<file path="src/verilog/mex_pkg.sv">
package mex_pkg;

   // ------------------------------------------------------------
   // widths
   // ------------------------------------------------------------
   localparam int DATA_W     = 8;
   localparam int ADDR_W     = 7;
   localparam int PTR_W      = 13;
   localparam int NIB_W      = 4;
   localparam int STACK_D    = 8;

   // ------------------------------------------------------------
   // reset values
   // ------------------------------------------------------------
   localparam logic [DATA_W-1:0] ACC_RST      = 8'h00;
   localparam logic [DATA_W-1:0] WDOG_CLR_VAL = 8'h00;
   localparam logic              TO_N_RST     = 1'b1;
   localparam logic              PD_N_RST     = 1'b1;

   // ------------------------------------------------------------
   // destination bit encoding
   // ------------------------------------------------------------
   localparam logic DEST_ACC = 1'b0;
   localparam logic DEST_REG = 1'b1;

   // ------------------------------------------------------------
   // operations and states
   // ------------------------------------------------------------
   typedef enum logic [2:0] {
      MEX_OP_NONE,
      MEX_OP_RETURN,
      MEX_OP_HALT,
      MEX_OP_SUB_LIT,
      MEX_OP_XOR_LIT,
      MEX_OP_SUB_REG,
      MEX_OP_XOR_REG,
      MEX_OP_NIB_EXCH
   } mex_op_e;

   typedef enum logic [1:0] {
      MEX_ST_RUN,
      MEX_ST_RET2,
      MEX_ST_HALT
   } mex_state_e;

   // ------------------------------------------------------------
   // carriers
   // ------------------------------------------------------------
   typedef struct packed {
      mex_op_e                op;
      logic [ADDR_W-1:0]      reg_addr;
      logic                   dest;
      logic [DATA_W-1:0]      literal;
   } mex_instr_s;

   typedef struct packed {
      logic carry;
      logic half_arith_out_bit;
      logic zero;
      logic timeout_flag_n;
      logic powerdown_flag_n;
   } mex_flags_s;

   typedef struct packed {
      logic                   we;
      logic [ADDR_W-1:0]      addr;
      logic [DATA_W-1:0]      data;
   } mex_wr_s;

endpackage : mex_pkg

</file>
<file path="src/verilog/mex_exec_unit.sv">
// Notes on behaviour
// - return pops stack into fetch pointer, no flags
// - return takes two cycles, second one idle
// - halt clears watchdog counter and prescaler
// - halt clears powerdown, sets timeout, nothing else
// - halt enters low-power state, oscillator stopped
// - literal minus accumulator into accumulator, C DC Z
// - accumulator xor literal into accumulator, Z only
// - register minus accumulator, C DC Z
// - destination bit picks accumulator or register
// - accumulator xor register routed, Z only
// - swap register nibbles, routed, no flags
`timescale 1ns/1ns
module mex_exec_unit #(
   parameter int STACK_D = mex_pkg::STACK_D
) (
   input  wire logic                               clk_i,
   input  wire logic                               arst_n_i,
   input  wire logic                               instr_valid_i,
   input  wire mex_pkg::mex_instr_s                instr_i,
   output logic                                    instr_ready_o,
   output logic      [mex_pkg::ADDR_W-1:0]         reg_raddr_o,
   input  wire logic [mex_pkg::DATA_W-1:0]         reg_rdata_i,
   output mex_pkg::mex_wr_s                        reg_wr_o,
   input  wire logic                               push_valid_i,
   input  wire logic [mex_pkg::PTR_W-1:0]          push_addr_i,
   output logic                                    fetch_load_o,
   output logic      [mex_pkg::PTR_W-1:0]          fetch_pointer_o,
   output logic      [mex_pkg::DATA_W-1:0]         acc_o,
   output mex_pkg::mex_flags_s                     flags_o,
   output logic                                    watchdog_clear_o,
   output logic                                    prescaler_clear_o,
   output logic                                    osc_stop_o,
   input  wire logic                               wake_i
);

   localparam int SP_W = $clog2(STACK_D);

   // ------------------------------------------------------------
   // state
   // ------------------------------------------------------------
   mex_pkg::mex_state_e                state_reg, state_next;
   logic [mex_pkg::DATA_W-1:0]         acc_reg, acc_next;
   mex_pkg::mex_flags_s                flags_reg, flags_next;
   mex_pkg::mex_wr_s                   wr_reg, wr_next;
   logic [mex_pkg::PTR_W-1:0]          fptr_reg;
   logic                               fload_reg;
   logic                               wdog_clr_reg;
   logic [SP_W-1:0]                    sp_reg;
   logic [mex_pkg::PTR_W-1:0]          stack_mem [STACK_D];

   // ------------------------------------------------------------
   // decode
   // ------------------------------------------------------------
   wire        take      = instr_valid_i & instr_ready_o;
   wire        is_ret    = take & (instr_i.op == mex_pkg::MEX_OP_RETURN);
   wire        is_halt   = take & (instr_i.op == mex_pkg::MEX_OP_HALT);
   wire        is_sublit = take & (instr_i.op == mex_pkg::MEX_OP_SUB_LIT);
   wire        is_xorlit = take & (instr_i.op == mex_pkg::MEX_OP_XOR_LIT);
   wire        is_subreg = take & (instr_i.op == mex_pkg::MEX_OP_SUB_REG);
   wire        is_xorreg = take & (instr_i.op == mex_pkg::MEX_OP_XOR_REG);
   wire        is_nibex  = take & (instr_i.op == mex_pkg::MEX_OP_NIB_EXCH);
   wire        is_regop  = is_subreg | is_xorreg | is_nibex;
   wire        is_sub    = is_sublit | is_subreg;
   wire        is_xor    = is_xorlit | is_xorreg;

   // ------------------------------------------------------------
   // operand selection and arithmetic
   // ------------------------------------------------------------
   wire [mex_pkg::DATA_W-1:0] opnd     = is_sublit | is_xorlit ? instr_i.literal : reg_rdata_i;
   wire [mex_pkg::DATA_W-1:0] xor_res  = acc_reg ^ opnd;
   wire [mex_pkg::DATA_W-1:0] nib_res  = {reg_rdata_i[mex_pkg::NIB_W-1:0],
                                          reg_rdata_i[mex_pkg::DATA_W-1:mex_pkg::NIB_W]};
   wire [mex_pkg::DATA_W-1:0] sub_res;
   wire                       sub_c;
   wire                       sub_dc;
   wire                       sub_z;
   wire [mex_pkg::DATA_W-1:0] result   = is_sub ? sub_res : (is_xor ? xor_res : nib_res);
   wire                       to_reg   = is_regop & (instr_i.dest == mex_pkg::DEST_REG);
   wire                       to_acc   = is_sublit | is_xorlit
                                       | (is_regop & (instr_i.dest == mex_pkg::DEST_ACC));
   wire [SP_W-1:0]            sp_dec   = sp_reg - {{(SP_W-1){1'b0}}, 1'b1};

   // literal or register minus accumulator
   mex_sub_unit #(
      .W  (mex_pkg::DATA_W),
      .NW (mex_pkg::NIB_W)
   ) u_sub (
      .minuend_i    (opnd),
      .subtrahend_i (acc_reg),
      .diff_o       (sub_res),
      .carry_o      (sub_c),
      .half_o       (sub_dc),
      .zero_o       (sub_z)
   );

   assign reg_raddr_o = instr_i.reg_addr;

   // ------------------------------------------------------------
   // next-state logic
   // ------------------------------------------------------------
   // sequencing: return blocks one cycle, halt waits for wake
   always_comb begin
      state_next = state_reg;
      case (state_reg)
         mex_pkg::MEX_ST_RUN: begin
            if (is_ret) begin
               state_next = mex_pkg::MEX_ST_RET2;
            end else if (is_halt) begin
               state_next = mex_pkg::MEX_ST_HALT;
            end
         end
         mex_pkg::MEX_ST_RET2: begin
            state_next = mex_pkg::MEX_ST_RUN;
         end
         mex_pkg::MEX_ST_HALT: begin
            if (wake_i) begin
               state_next = mex_pkg::MEX_ST_RUN;
            end
         end
         default: begin
            state_next = mex_pkg::MEX_ST_RUN;
         end
      endcase
   end

   // accumulator, flags and write-back
   always_comb begin
      acc_next   = acc_reg;
      flags_next = flags_reg;
      wr_next    = '{we: to_reg, addr: instr_i.reg_addr, data: result};
      if (to_acc) begin
         acc_next = result;
      end
      if (is_sub) begin
         flags_next.carry              = sub_c;
         flags_next.half_arith_out_bit = sub_dc;
         flags_next.zero               = sub_z;
      end else if (is_xor) begin
         flags_next.zero = (xor_res == '0);
      end
      if (is_halt) begin
         flags_next.powerdown_flag_n = 1'b0;
         flags_next.timeout_flag_n   = 1'b1;
      end
   end

   // ------------------------------------------------------------
   // registers
   // ------------------------------------------------------------
   always_ff @(posedge clk_i or negedge arst_n_i) begin
      if (!arst_n_i) begin
         state_reg <= mex_pkg::MEX_ST_RUN;
         acc_reg   <= mex_pkg::ACC_RST;
         flags_reg <= '{carry: 1'b0, half_arith_out_bit: 1'b0, zero: 1'b0,
                        timeout_flag_n: mex_pkg::TO_N_RST,
                        powerdown_flag_n: mex_pkg::PD_N_RST};
         wr_reg    <= '0;
      end else begin
         state_reg <= state_next;
         acc_reg   <= acc_next;
         flags_reg <= flags_next;
         wr_reg    <= wr_next;
      end
   end

   // return stack pointer and fetch pointer load
   always_ff @(posedge clk_i or negedge arst_n_i) begin
      if (!arst_n_i) begin
         sp_reg       <= '0;
         fptr_reg     <= '0;
         fload_reg    <= 1'b0;
         wdog_clr_reg <= 1'b0;
      end else begin
         fload_reg    <= is_ret;
         wdog_clr_reg <= is_halt;
         if (is_ret) begin
            fptr_reg <= stack_mem[sp_dec];
            sp_reg   <= sp_dec;
         end else if (push_valid_i) begin
            sp_reg   <= sp_reg + {{(SP_W-1){1'b0}}, 1'b1};
         end
      end
   end

   // stack storage, circular like the real return stack
   always_ff @(posedge clk_i) begin
      if (push_valid_i && !is_ret) begin
         stack_mem[sp_reg] <= push_addr_i;
      end
   end

   // ------------------------------------------------------------
   // outputs
   // ------------------------------------------------------------
   assign instr_ready_o     = (state_reg == mex_pkg::MEX_ST_RUN);
   assign acc_o             = acc_reg;
   assign flags_o           = flags_reg;
   assign reg_wr_o          = wr_reg;
   assign fetch_load_o      = fload_reg;
   assign fetch_pointer_o   = fptr_reg;
   assign watchdog_clear_o  = wdog_clr_reg;
   assign prescaler_clear_o = wdog_clr_reg;
   assign osc_stop_o        = (state_reg == mex_pkg::MEX_ST_HALT);

   // ------------------------------------------------------------
   // assertions
   // ------------------------------------------------------------
   a_ret_flags_kept: assert property (@(posedge clk_i) disable iff (!arst_n_i)
      is_ret |=> (flags_o == $past(flags_o)) && fetch_load_o)
      else $error("return changed flags or did not load fetch pointer");

   a_ret_two_cycles: assert property (@(posedge clk_i) disable iff (!arst_n_i)
      is_ret |=> !instr_ready_o ##1 instr_ready_o)
      else $error("return did not hold exactly one idle cycle");

   a_halt_wdog_clr: assert property (@(posedge clk_i) disable iff (!arst_n_i)
      is_halt |=> watchdog_clear_o && prescaler_clear_o)
      else $error("halt did not clear watchdog and prescaler");

   a_halt_status: assert property (@(posedge clk_i) disable iff (!arst_n_i)
      is_halt |=> !flags_o.powerdown_flag_n && flags_o.timeout_flag_n
                  && flags_o.carry == $past(flags_o.carry)
                  && flags_o.zero == $past(flags_o.zero))
      else $error("halt status flags wrong");

   a_halt_osc_stop: assert property (@(posedge clk_i) disable iff (!arst_n_i)
      is_halt ##1 !wake_i |=> osc_stop_o && !instr_ready_o)
      else $error("halt did not stop the oscillator");

   a_sub_lit_value: assert property (@(posedge clk_i) disable iff (!arst_n_i)
      is_sublit |=> acc_o == 8'(($past(instr_i.literal)) - $past(acc_o))
                    && flags_o.carry == ($past(instr_i.literal) >= $past(acc_o)))
      else $error("literal subtract result or carry wrong");

   a_xor_lit_zero: assert property (@(posedge clk_i) disable iff (!arst_n_i)
      is_xorlit |=> acc_o == ($past(acc_o) ^ $past(instr_i.literal))
                    && flags_o.carry == $past(flags_o.carry)
                    && flags_o.zero == (acc_o == 8'h00))
      else $error("literal xor wrong");

   a_sub_reg_half: assert property (@(posedge clk_i) disable iff (!arst_n_i)
      is_subreg |=> flags_o.half_arith_out_bit ==
                    ($past(reg_rdata_i[3:0]) >= $past(acc_o[3:0])))
      else $error("register subtract half carry wrong");

   a_dest_route: assert property (@(posedge clk_i) disable iff (!arst_n_i)
      is_regop && instr_i.dest |=> reg_wr_o.we && acc_o == $past(acc_o))
      else $error("register destination not honoured");

   a_xor_reg_value: assert property (@(posedge clk_i) disable iff (!arst_n_i)
      is_xorreg && !instr_i.dest |=> acc_o == ($past(acc_o) ^ $past(reg_rdata_i))
                                     && !reg_wr_o.we)
      else $error("register xor to accumulator wrong");

   a_nib_exch: assert property (@(posedge clk_i) disable iff (!arst_n_i)
      is_nibex |=> reg_wr_o.data == {$past(reg_rdata_i[3:0]), $past(reg_rdata_i[7:4])}
                   && flags_o == $past(flags_o))
      else $error("nibble exchange wrong");

endmodule : mex_exec_unit

</file>
<file path="src/verilog/mex_sub_unit.sv">
`timescale 1ns/1ns
// two's complement subtract with no-borrow carries
module mex_sub_unit #(
   parameter int W  = 8,
   parameter int NW = 4
) (
   input  wire logic [W-1:0] minuend_i,
   input  wire logic [W-1:0] subtrahend_i,
   output logic      [W-1:0] diff_o,
   output logic              carry_o,
   output logic              half_o,
   output logic              zero_o
);

   // ------------------------------------------------------------
   // adder on inverted subtrahend plus one
   // ------------------------------------------------------------
   logic [W:0]  full_sum;
   logic [NW:0] low_sum;

   // carry out means no borrow
   assign full_sum = {1'b0, minuend_i} + {1'b0, ~subtrahend_i} + {{W{1'b0}}, 1'b1};
   assign low_sum  = {1'b0, minuend_i[NW-1:0]} + {1'b0, ~subtrahend_i[NW-1:0]}
                     + {{NW{1'b0}}, 1'b1};
   assign diff_o   = full_sum[W-1:0];
   assign carry_o  = full_sum[W];
   assign half_o   = low_sum[NW];
   assign zero_o   = (diff_o == '0);

endmodule : mex_sub_unit

</file>
<file path="config.mk">
export PLATFORM = sky130hd
export DESIGN_NAME = mex_exec_unit
export DESIGN_NICKNAME = d
export VERILOG_FILES = /design/src/verilog/mex_pkg.sv /design/src/verilog/mex_exec_unit.sv /design/src/verilog/mex_sub_unit.sv
export SDC_FILE = /design/constraint.sdc
export NUM_CORES = 1
export LEC_CHECK = 0
export ABC_CLOCK_PERIOD_IN_PS = 5300
export BUFFER_PORTS_ARGS = -buffer_cell sky130_fd_sc_hd__buf_2
export CORE_MARGIN = 2
export CORE_UTILIZATION = 55
export DETAILED_ROUTE_END_ITERATION = 16
export GPL_TIMING_DRIVEN = 0
export MAX_ROUTING_LAYER = met4
export PLACE_DENSITY_LB_ADDON = 0.05
export RECOVER_POWER = 25
export SETUP_SLACK_MARGIN = 0.1
export SYNTH_ARGS = -nofsm -noshare
export SYNTH_HDL_FRONTEND = slang
export SYNTH_SLANG_ARGS = --single-unit
export TNS_END_PERCENT = 5
</file>
<file path="constraint.sdc">
create_clock -name clk_i -period 5.3 [get_ports clk_i]
set_input_delay 1.06 -clock clk_i [delete_from_list [all_inputs] [get_ports clk_i]]
set_output_delay 1.06 -clock clk_i [all_outputs]
set_load 0.01 [all_outputs]
</file>
==> flow_metrics.env, run 1 <==
export IMPL_run_status="finished clean"
export IMPL_place_congestion=0.825
export IMPL_wl_per_cell_um=19.1
export IMPL_hold_violations=0
export IMPL_fmax_mhz=262
export IMPL_largest_register="stack_mem"
export IMPL_irDropWorstVdd_mv=0.294
export IMPL_cts_sinks=152
export IMPL_layout_worst_path_cycle_share_pct=72.1
export IMPL_p_leak_nw=3.08
export IMPL_nets=583
export IMPL_die_w_um=112
export IMPL_ctsRootBufferMaster="clkbuf_16"
export IMPL_die_h_um=112
export IMPL_track_usage_pct=22.9
export IMPL_io_buffers=97
export IMPL_ys_types=49
export IMPL_synth_edf_count=104
export IMPL_seqPwrFrac_pct=38.0
export IMPL_num_vias=3812
export IMPL_drive_above_1_share_pct=35.0
export IMPL_start_kind="input port"
export IMPL_ys_seq_area_share_pct=67.4
export IMPL_cts_setup_buffers=0
export IMPL_holdWs_ns=0.473
export IMPL_yosys_warnings=0
export IMPL_cts_htree_levels=4
export IMPL_area_growth_pct=20.1
export IMPL_syn_instance_count=407
export IMPL_fillers=866
export IMPL_place_hpwl_mm=8.70
export IMPL_core_rowCount=39
export IMPL_tightest_slew_ns=1.14
export IMPL_die_area_um2=12500
export IMPL_ys_flop_type="edfxtp_1"
export IMPL_syn_area_per_cell_um2=15.8
export IMPL_synth_seq_cells=152
export IMPL_cp_required_ns=5.60
export IMPL_drv_slew=0
export IMPL_critPathKind="in -> reg"
export IMPL_first_pass_iters=4
export IMPL_postCtsHoldBufs=0
export IMPL_ios=99
export IMPL_power_density_nw_per_um2=536
export IMPL_path_max_fanout=10
export IMPL_switching_share_pct=31.2
export IMPL_post_route_util_pct=67.5
export IMPL_fin_skew_ns=0.00868
export IMPL_endpoint_kind="flop"
export IMPL_grt_max_degree=49
export IMPL_drtAntennaViolNets=0
export IMPL_largest_reg_flops=104
export IMPL_synthArstFlopShare_pct=31.6
export IMPL_p_switching_mw=1.29
export IMPL_core_area_um2=11400
export IMPL_internal_power_mw=2.84
export IMPL_hold_class="reg -> reg"
export IMPL_p_clk_share_pct=28.1
export IMPL_antenna_found_initial=0
export IMPL_drt_iter0_drc=240
export IMPL_viasPerCell=5.58
export IMPL_comb_power_share_pct=33.9
export IMPL_max_slew_margin_pct=23.7
export IMPL_finalCriticalPeriod_ns=3.82
export IMPL_finalSetupTns_ns=0
export IMPL_synth_nets=463
export IMPL_clk_latency_ns=0.42
export IMPL_grt_pass1_vias=3853
export IMPL_clock_tree_buffer_depth=2
export IMPL_drt_total_wl_mm=13.1
export IMPL_cap_violations=0
export IMPL_synth_area_um2=6420
export IMPL_grt_pass1_wl_mm=20.7
export IMPL_cts_resized=0
export IMPL_cts_buffers=17
export IMPL_cts_reportedPaths_clkPinSlew_ns=0.06
export IMPL_cts_tree="yes"
export IMPL_antennaDiodeCount=0
export IMPL_setup_viol=0
export IMPL_initial_core_util_pct=56.2
export IMPL_arrival_ns=4.13
export IMPL_drc=0
export IMPL_grt_overflow=0
export IMPL_grt_setup_unrepaired="false"
-- final timing paths --
path	startpoint	endpoint	slack [ns]	cells past startpoint
worst max register to register	state_reg[1]	acc_o[6]	1.95	11
worst max-delay path	instr_i[18]	acc_o[6]	1.48	12
worst min-delay path	fetch_pointer_o[6]	fetch_pointer_o[6]	0.47	2
worst min register to register	fetch_pointer_o[6]	fetch_pointer_o[6]	0.47	2
min in group asynchronous	arst_n_i	prescaler_clear_o	0.86	1
max in group asynchronous	arst_n_i	acc_o[2]	3.72	1
-- synthesized netlist by cell type, drive strengths merged (2+ instances only) --
master	count	area, um^2
edfxtp	104	3120
mux2i	16	160
nand3	5	25.0
mux4	26	586
xor2	3	26.3
ha	10	125
dfrtp	47	1180
clkbuf	9	33.8
nor3	5	25.0
nand2	27	101
nor3b	3	27.5
o21a	3	22.5
nor2b	4	25.0
nand4	4	25.0
o21ai	27	143
o22ai	4	25.0
and2	2	12.5
mux2	16	188
buf	19	116
a21oi	12	60.1
nor2	17	63.8
inv	15	56.3
and3	3	18.8
xnor2	4	35.0
nand2b	5	31.3
-- worst max-delay path, cell delays in order --
cell	delay, ns
buf_2	0.14
inv_1	0.09
and3_1	0.21
o21ai_2	0.38
mux2_2	0.41
ha_1	0.27
clkbuf_1	0.34
nor2b_1	0.16
mux2_4	0.31
a2111oi_4	0.37
o21ai_2	0.12
mux2_4	0.26
-- cell type report --
cell class | instances | area [um^2] | share of cell area (%)
plain buffers | 28 | 150 | 1.95
clock inverters | 5 | 31.3 | 0.406
flip-flops and latches | 152 | 4330 | 56.1
multi-input cells | 212 | 1900 | 24.7
inverters | 15 | 56.3 | 0.731
clock buffers | 27 | 556 | 7.21
well taps | 143 | 179 | 2.32
repair buffers | 101 | 504 | 6.54
-- metal layers --
layer  routed length (um)  global-route usage [%]  up-vias
met2                 6650                    35.6      114
met5                    0                       -        -
met4                  136                    8.94        0
met3                  737                    5.89       11
met1                 5530                    29.4     1914
li1                     -                       -     1773
-- logic make-up after synthesis --
| family | share of synthesized area, % |
|---|---|
| compound gates | 5.56 |
| xor+xnor | 0.956 |
| fa+ha+maj | 2.26 |
| buf+inv | 3.22 |
| flops | 67.4 |
| mux | 14.5 |
| other cells | 0.0584 |
| simple gates | 5.99 |
-- power groups by stage --
stage	logic, mW	clock network, mW	registers, mW
finish	1.40	1.16	1.57
global route	1.54	1.24	1.59
CTS	1.43	1.19	1.57
detailed placement	1.42	0	1.60
global placement	1.39	0	1.59
floorplan	0.952	0	1.62
-- metrics by stage --
stage,cells,area [um^2],worst slack [ns],power (mW)
floorplan,407,6420,1.50,2.57
global placement,647,7080,0.593,2.97
detailed placement,651,7140,1.01,3.02
CTS,683,7720,1.46,4.19
global route,683,7710,1.24,4.36
finish,683,7710,1.48,4.13
-- layout by cell type (no fill, tap or decap), types with 16 or more instances in the layout --
| cell | instances |
|---|---|
| buf_2 | 91 |
| clkbuf_1 | 27 |
| clkbuf_16 | 19 |
| dfrtp_1 | 47 |
| edfxtp_1 | 104 |
| mux2i_1 | 16 |
| mux4_2 | 26 |
| nand2_1 | 27 |
No activity file was read; power rests on OpenSTA's default activity.
==> run 2, diff against run 1 <==
- ABC_CLOCK_PERIOD_IN_PS: 5300 -> 3700
- clock period: 5.3 -> 3.7 ns (I/O delays scaled with it)
==> flow_metrics.env, run 2 (synthesis gave the netlist of run 1 again) <==
export IMPL_cpPeakStageDelay_ns=0.41
export IMPL_stdcell_area_um2=7710
export IMPL_ios=99
export IMPL_cp_required_ns=4.01
export IMPL_die_h_um=112
export IMPL_drv_slew=0
export IMPL_finalSetupTns_ns=0
export IMPL_nets=582
export IMPL_tightest_slew_ns=1.15
export IMPL_max_slew_margin_pct=23.6
export IMPL_core_rowCount=39
export IMPL_fin_cells=682
export IMPL_largest_register="stack_mem"
export IMPL_grt_pass1_vias=3853
export IMPL_initial_core_util_pct=56.2
export IMPL_viasPerCell=5.59
export IMPL_cap_violations=0
export IMPL_drt_iter0_drc=241
export IMPL_cts_sinks=152
export IMPL_endpoint_kind="flop"
export IMPL_cts_resized=0
export IMPL_grt_overflow=0
export IMPL_place_congestion=0.825
export IMPL_num_vias=3815
export IMPL_cts_reportedPaths_clkPinSlew_ns=0.06
export IMPL_track_usage_pct=22.9
export IMPL_core_area_um2=11400
export IMPL_cp_slowest_cell="fa_1"
export IMPL_layout_common_cells="edfxtp_1 (104), buf_2 (91), dfrtp_1 (47), nand2_1 (27)"
export IMPL_critPathKind="in -> reg"
export IMPL_irDropWorstVdd_mv=0.423
export IMPL_fin_skew_ns=0.00629
export IMPL_start_kind="input port"
export IMPL_clock_tree_buffer_depth=2
export IMPL_cts_buffers=17
export IMPL_cts_htree_levels=4
export IMPL_p_leak_nw=3.08
export IMPL_crit_top_cell="mux2_4"
export IMPL_clk_latency_ns=0.42
export IMPL_finalCriticalPeriod_ns=3.41
export IMPL_antennaDiodeCount=0
export IMPL_first_pass_iters=4
export IMPL_power_density_nw_per_um2=770
export IMPL_switching_share_pct=31.4
export IMPL_hold_violations=0
export IMPL_antenna_found_initial=0
export IMPL_dpl_worst_slack_ns=-0.274
export IMPL_p_switching_mw=1.86
export IMPL_layout_worst_path_cycle_share_pct=92.1
export IMPL_die_w_um=112
export IMPL_drt_total_wl_mm=13.1
export IMPL_place_area_um2=7140
export IMPL_place_hpwl_mm=8.70
export IMPL_run_status="finished clean"
export IMPL_placed_cells=651
export IMPL_grt_max_degree=49
export IMPL_worst_slack_ns=0.292
export IMPL_p_clk_share_pct=28.1
export IMPL_seqPwrFrac_pct=37.9
export IMPL_grt_pass1_wl_mm=20.7
export IMPL_hold_class="in -> reg"
export IMPL_postCtsHoldBufs=0
export IMPL_drtAntennaViolNets=0
export IMPL_largest_reg_flops=104
export IMPL_area_growth_pct=20.2
export IMPL_comb_power_share_pct=34.0
export IMPL_mostFrequentLayoutCell="edfxtp_1"
export IMPL_drive_above_1_share_pct=35.1
export IMPL_cts_tree="yes"
export IMPL_grt_setup_unrepaired="false"
export IMPL_setup_viol=0
export IMPL_arrival_ns=3.71
export IMPL_internal_power_mw=4.07
export IMPL_fmax_mhz=293
export IMPL_holdWs_ns=0.439
export IMPL_die_area_um2=12500
export IMPL_wl_per_cell_um=19.2
export IMPL_path_cells="buf_2 -> inv_1 -> and3_1 -> o21ai_4 -> mux2i_1 -> ha_1 -> fa_1 -> and2b_2 -> o221ai_2 -> mux2_4 -> a2111oi_4 -> o21ai_2 -> mux2_4"
export IMPL_drc=0
export IMPL_io_buffers=97
export IMPL_ctsRootBufferMaster="clkbuf_16"
export IMPL_path_max_fanout=8
export IMPL_cts_setup_buffers=0
-- run 2: power by group through the flow --
stage | sequential, mW | combinational (mW) | clock, mW
2_1_floorplan | 2.32 | 1.36 | 0
3_3_place_gp | 2.27 | 1.99 | 0
3_5_place_dp | 2.29 | 2.04 | 0
4_1_cts | 2.25 | 2.05 | 1.70
5_1_grt | 2.28 | 2.20 | 1.77
6_report | 2.25 | 2.02 | 1.67
-- run 2: final timing paths --
path                            slack (ns)  cells after the start                  to                from
worst max-delay path                  0.29                     13            acc_o[6]         instr_i[18]
worst min-delay path                  0.44                      1        reg_wr_o[10]         instr_i[11]
worst min register to register        0.47                      2  fetch_pointer_o[6]  fetch_pointer_o[6]
min in group asynchronous             0.55                      1  fetch_pointer_o[8]            arst_n_i
max in group asynchronous             2.44                      1  fetch_pointer_o[3]            arst_n_i
worst max register to register        0.35                     11            acc_o[6]        state_reg[1]
-- run 2: final cells by class --
class / count / area [um^2]
Sequential cell: 152 / 4330
Fill cell: 864 / 3710
Multi-Input combinational cell: 212 / 1910
Clock buffer: 27 / 556
Timing Repair Buffer: 101 / 504
Tap cell: 143 / 179
Buffer: 27 / 146
Inverter: 15 / 56.3
Clock inverter: 5 / 31.3
-- run 2: through the flow --
step / util (%) / power, mW
global placement: 62.0 / 4.26
global route: 67.5 / 6.25
CTS: 67.6 / 6.01
detailed placement: 62.5 / 4.33
floorplan: - / 3.69
finish: 67.5 / 5.93
-- run 2: worst max-delay path, delay by kind of cell --
| kind | cells | cell delay [ns] |
|---|---|---|
| adder cells (fa/ha/maj) | 2 | 0.64 |
| buffers and inverters | 2 | 0.23 |
| multiplexers | 3 | 0.71 |
| AND/OR/NAND/NOR | 2 | 0.49 |
| AO/OA/AOI/OAI | 4 | 0.88 |
-- run 2: layer usage --
metal / global-route usage [%] / up-vias / share of wire (%)
met5: - / - / 0
met4: 8.94 / 0 / 1.5
met3: 5.89 / 18 / 4.9
met2: 35.6 / 106 / 50
met1: 29.4 / 1924 / 43
li1: - / 1767 / -
==> run 3, diff against run 2 <==
- ABC_CLOCK_PERIOD_IN_PS: 3700 -> not set
- CORE_ASPECT_RATIO: not set -> 0.8
- CORE_MARGIN: 2 -> 10
==> flow_metrics.env, run 3 (synthesis gave the netlist of run 1 again) <==
export IMPL_hold_end="reg_wr_o[9]"
export IMPL_cts_sinks=152
export IMPL_grt_util_met2_pct=29.5
export IMPL_top_usage_layer="met2"
export IMPL_clock_tree_buffer_depth=2
export IMPL_power_density_nw_per_um2=780
export IMPL_grt_overflow=0
export IMPL_path_max_fanout=8
export IMPL_ctsRootBufferMaster="clkbuf_16"
export IMPL_grt_max_degree=49
export IMPL_grt_pass1_wl_mm=23.1
export IMPL_dpl_worst_slack_ns=-0.348
export IMPL_drc=0
export IMPL_wl_per_cell_um=21.4
export IMPL_die_h_um=117
export IMPL_ios=99
export IMPL_worst_slack_ns=0.248
export IMPL_fmax_mhz=290
export IMPL_clk_latency_ns=0.41
export IMPL_die_area_um2=16400
export IMPL_ff2ff_setup_slack_ns=0.29
export IMPL_p_leak_nw=3.09
export IMPL_mostFrequentLayoutCell="edfxtp_1"
export IMPL_max_slew_margin_pct=23.8
export IMPL_holdWs_ns=0.442
export IMPL_fin_cells=689
export IMPL_drv_slew=0
export IMPL_run_status="finished clean"
export IMPL_grt_setup_unrepaired="false"
export IMPL_globalRouteMet3Util_pct=5.40
export IMPL_io_buffers=97
export IMPL_start_kind="input port"
export IMPL_first_pass_iters=5
export IMPL_irDropWorstVdd_mv=0.408
export IMPL_grtUsageMet1_pct=24.5
export IMPL_place_congestion=0.883
export IMPL_place_hpwl_mm=9.98
export IMPL_hp_start="instr_i[10]"
export IMPL_hold_class="in -> reg"
export IMPL_drt_total_wl_mm=14.8
export IMPL_placed_cells=656
export IMPL_largest_register="stack_mem"
export IMPL_hold_violations=0
export IMPL_cts_buffers=17
export IMPL_endpoint_kind="flop"
export IMPL_grt_pass1_vias=4121
export IMPL_viasPerCell=5.65
export IMPL_drt_iter0_drc=414
export IMPL_cap_violations=0
export IMPL_rr_endpoint="acc_o[6]"
export IMPL_core_area_um2=11500
export IMPL_fin_skew_ns=0.00549
export IMPL_layout_worst_path_cycle_share_pct=93.3
export IMPL_cts_tree="yes"
export IMPL_nets=584
export IMPL_die_w_um=141
export IMPL_track_usage_pct=19.1
export IMPL_drive_above_1_share_pct=35.5
export IMPL_initial_core_util_pct=55.9
export IMPL_cp_required_ns=4.00
export IMPL_antenna_found_initial=0
export IMPL_antennaDiodeCount=0
export IMPL_r2r_start="state_reg[1]"
export IMPL_arrival_ns=3.75
export IMPL_fillers=837
export IMPL_r2r_cells=12
export IMPL_critPathKind="in -> reg"
export IMPL_finalCriticalPeriod_ns=3.45
export IMPL_setup_viol=0
export IMPL_core_rowCount=35
export IMPL_drtAntennaViolNets=0
export IMPL_layout_common_cells="edfxtp_1 (104), buf_2 (92), dfrtp_1 (47), nand2_1 (27)"
export IMPL_cts_reportedPaths_clkPinSlew_ns=0.06
export IMPL_holdPathStages=1
export IMPL_tightest_slew_ns=1.14
export IMPL_largest_reg_flops=104
export IMPL_area_growth_pct=20.9
export IMPL_cts_htree_levels=4
export IMPL_num_vias=3892
-- run 3: cell count changes in the layout (fill, tap and decap cells not counted), sizes merged --
| cell | previous run | this run |
|---|---|---|
| clkbuf | 50 | 43 |
| clkinv | 3 | 5 |
| bufinv | 0 | 3 |
| clkinvlp | 1 | 2 |
| inv | 16 | 17 |
| buf | 105 | 107 |
-- run 3: where the power goes --
group,switching [mW],internal (mW)
combinational,1.15,0.919
clock,0.669,1.06
sequential,0.120,2.13
total,1.94,4.11
-- run 3: area by class of cell --
type | instances | area [um^2] | area share, %
clock buffer | 20 | 437 | 5.63
multi-input combinational | 212 | 1920 | 24.8
inverter | 15 | 56.3 | 0.726
sequential | 152 | 4330 | 55.7
tap | 148 | 185 | 2.39
clock inverter | 12 | 151 | 1.95
buffer | 28 | 150 | 1.94
timing repair buffer | 102 | 533 | 6.87
-- run 3: metrics by stage --
stage          cell area, um^2  total power, mW  util (%)  setup TNS (ns)
2_1_floorplan             6420             3.69         -               0
6_report                  7760             6.06      67.6               0
3_5_place_dp              7150             4.37      62.4          -0.940
3_3_place_gp              7090             4.28      61.8          -19.40
4_1_cts                   7750             6.10      67.5               0
5_1_grt                   7760             6.35      67.6               0
-- run 3: per-layer routing --
metal | share of wire, % | wire length (um) | vias up
li1 | - | - | 1769
met1 | 46 | 6740 | 1982
met2 | 48 | 7010 | 127
met3 | 6.1 | 903 | 14
met4 | 0.68 | 101 | 0
met5 | 0 | 0 | -
-- run 3: how the worst max path moves through the flow --
stage / from / to / depth (start not counted)
floorplan: instr_i[18] / acc_o[6] / 11
global placement: instr_valid_i / stack_mem[1][12] / 8
detailed placement: instr_i[18] / acc_o[6] / 13
CTS: instr_i[18] / acc_o[6] / 13
global route: instr_i[18] / acc_o[6] / 14
finish: instr_i[18] / acc_o[6] / 14
-- run 3: critical path, cell delays in order --
cell and delay [ns]:
buf_2 0.13, inv_1 0.08, nor3_1 0.27, o21ai_4 0.11, buf_12 0.15, mux2i_1 0.12, ha_1 0.20, fa_1 0.43
and2b_2 0.27, o221ai_2 0.11, mux2_4 0.32, a2111oi_4 0.42, o21ai_2 0.11, mux2_4 0.27
-- run 3: timing repair --
action	4_1_cts	5_1_grt
setup buffers	0	1
setup endpoints to repair	1	2
gates resized for setup	1	1
hold buffers	0	0
pin swaps	0	1
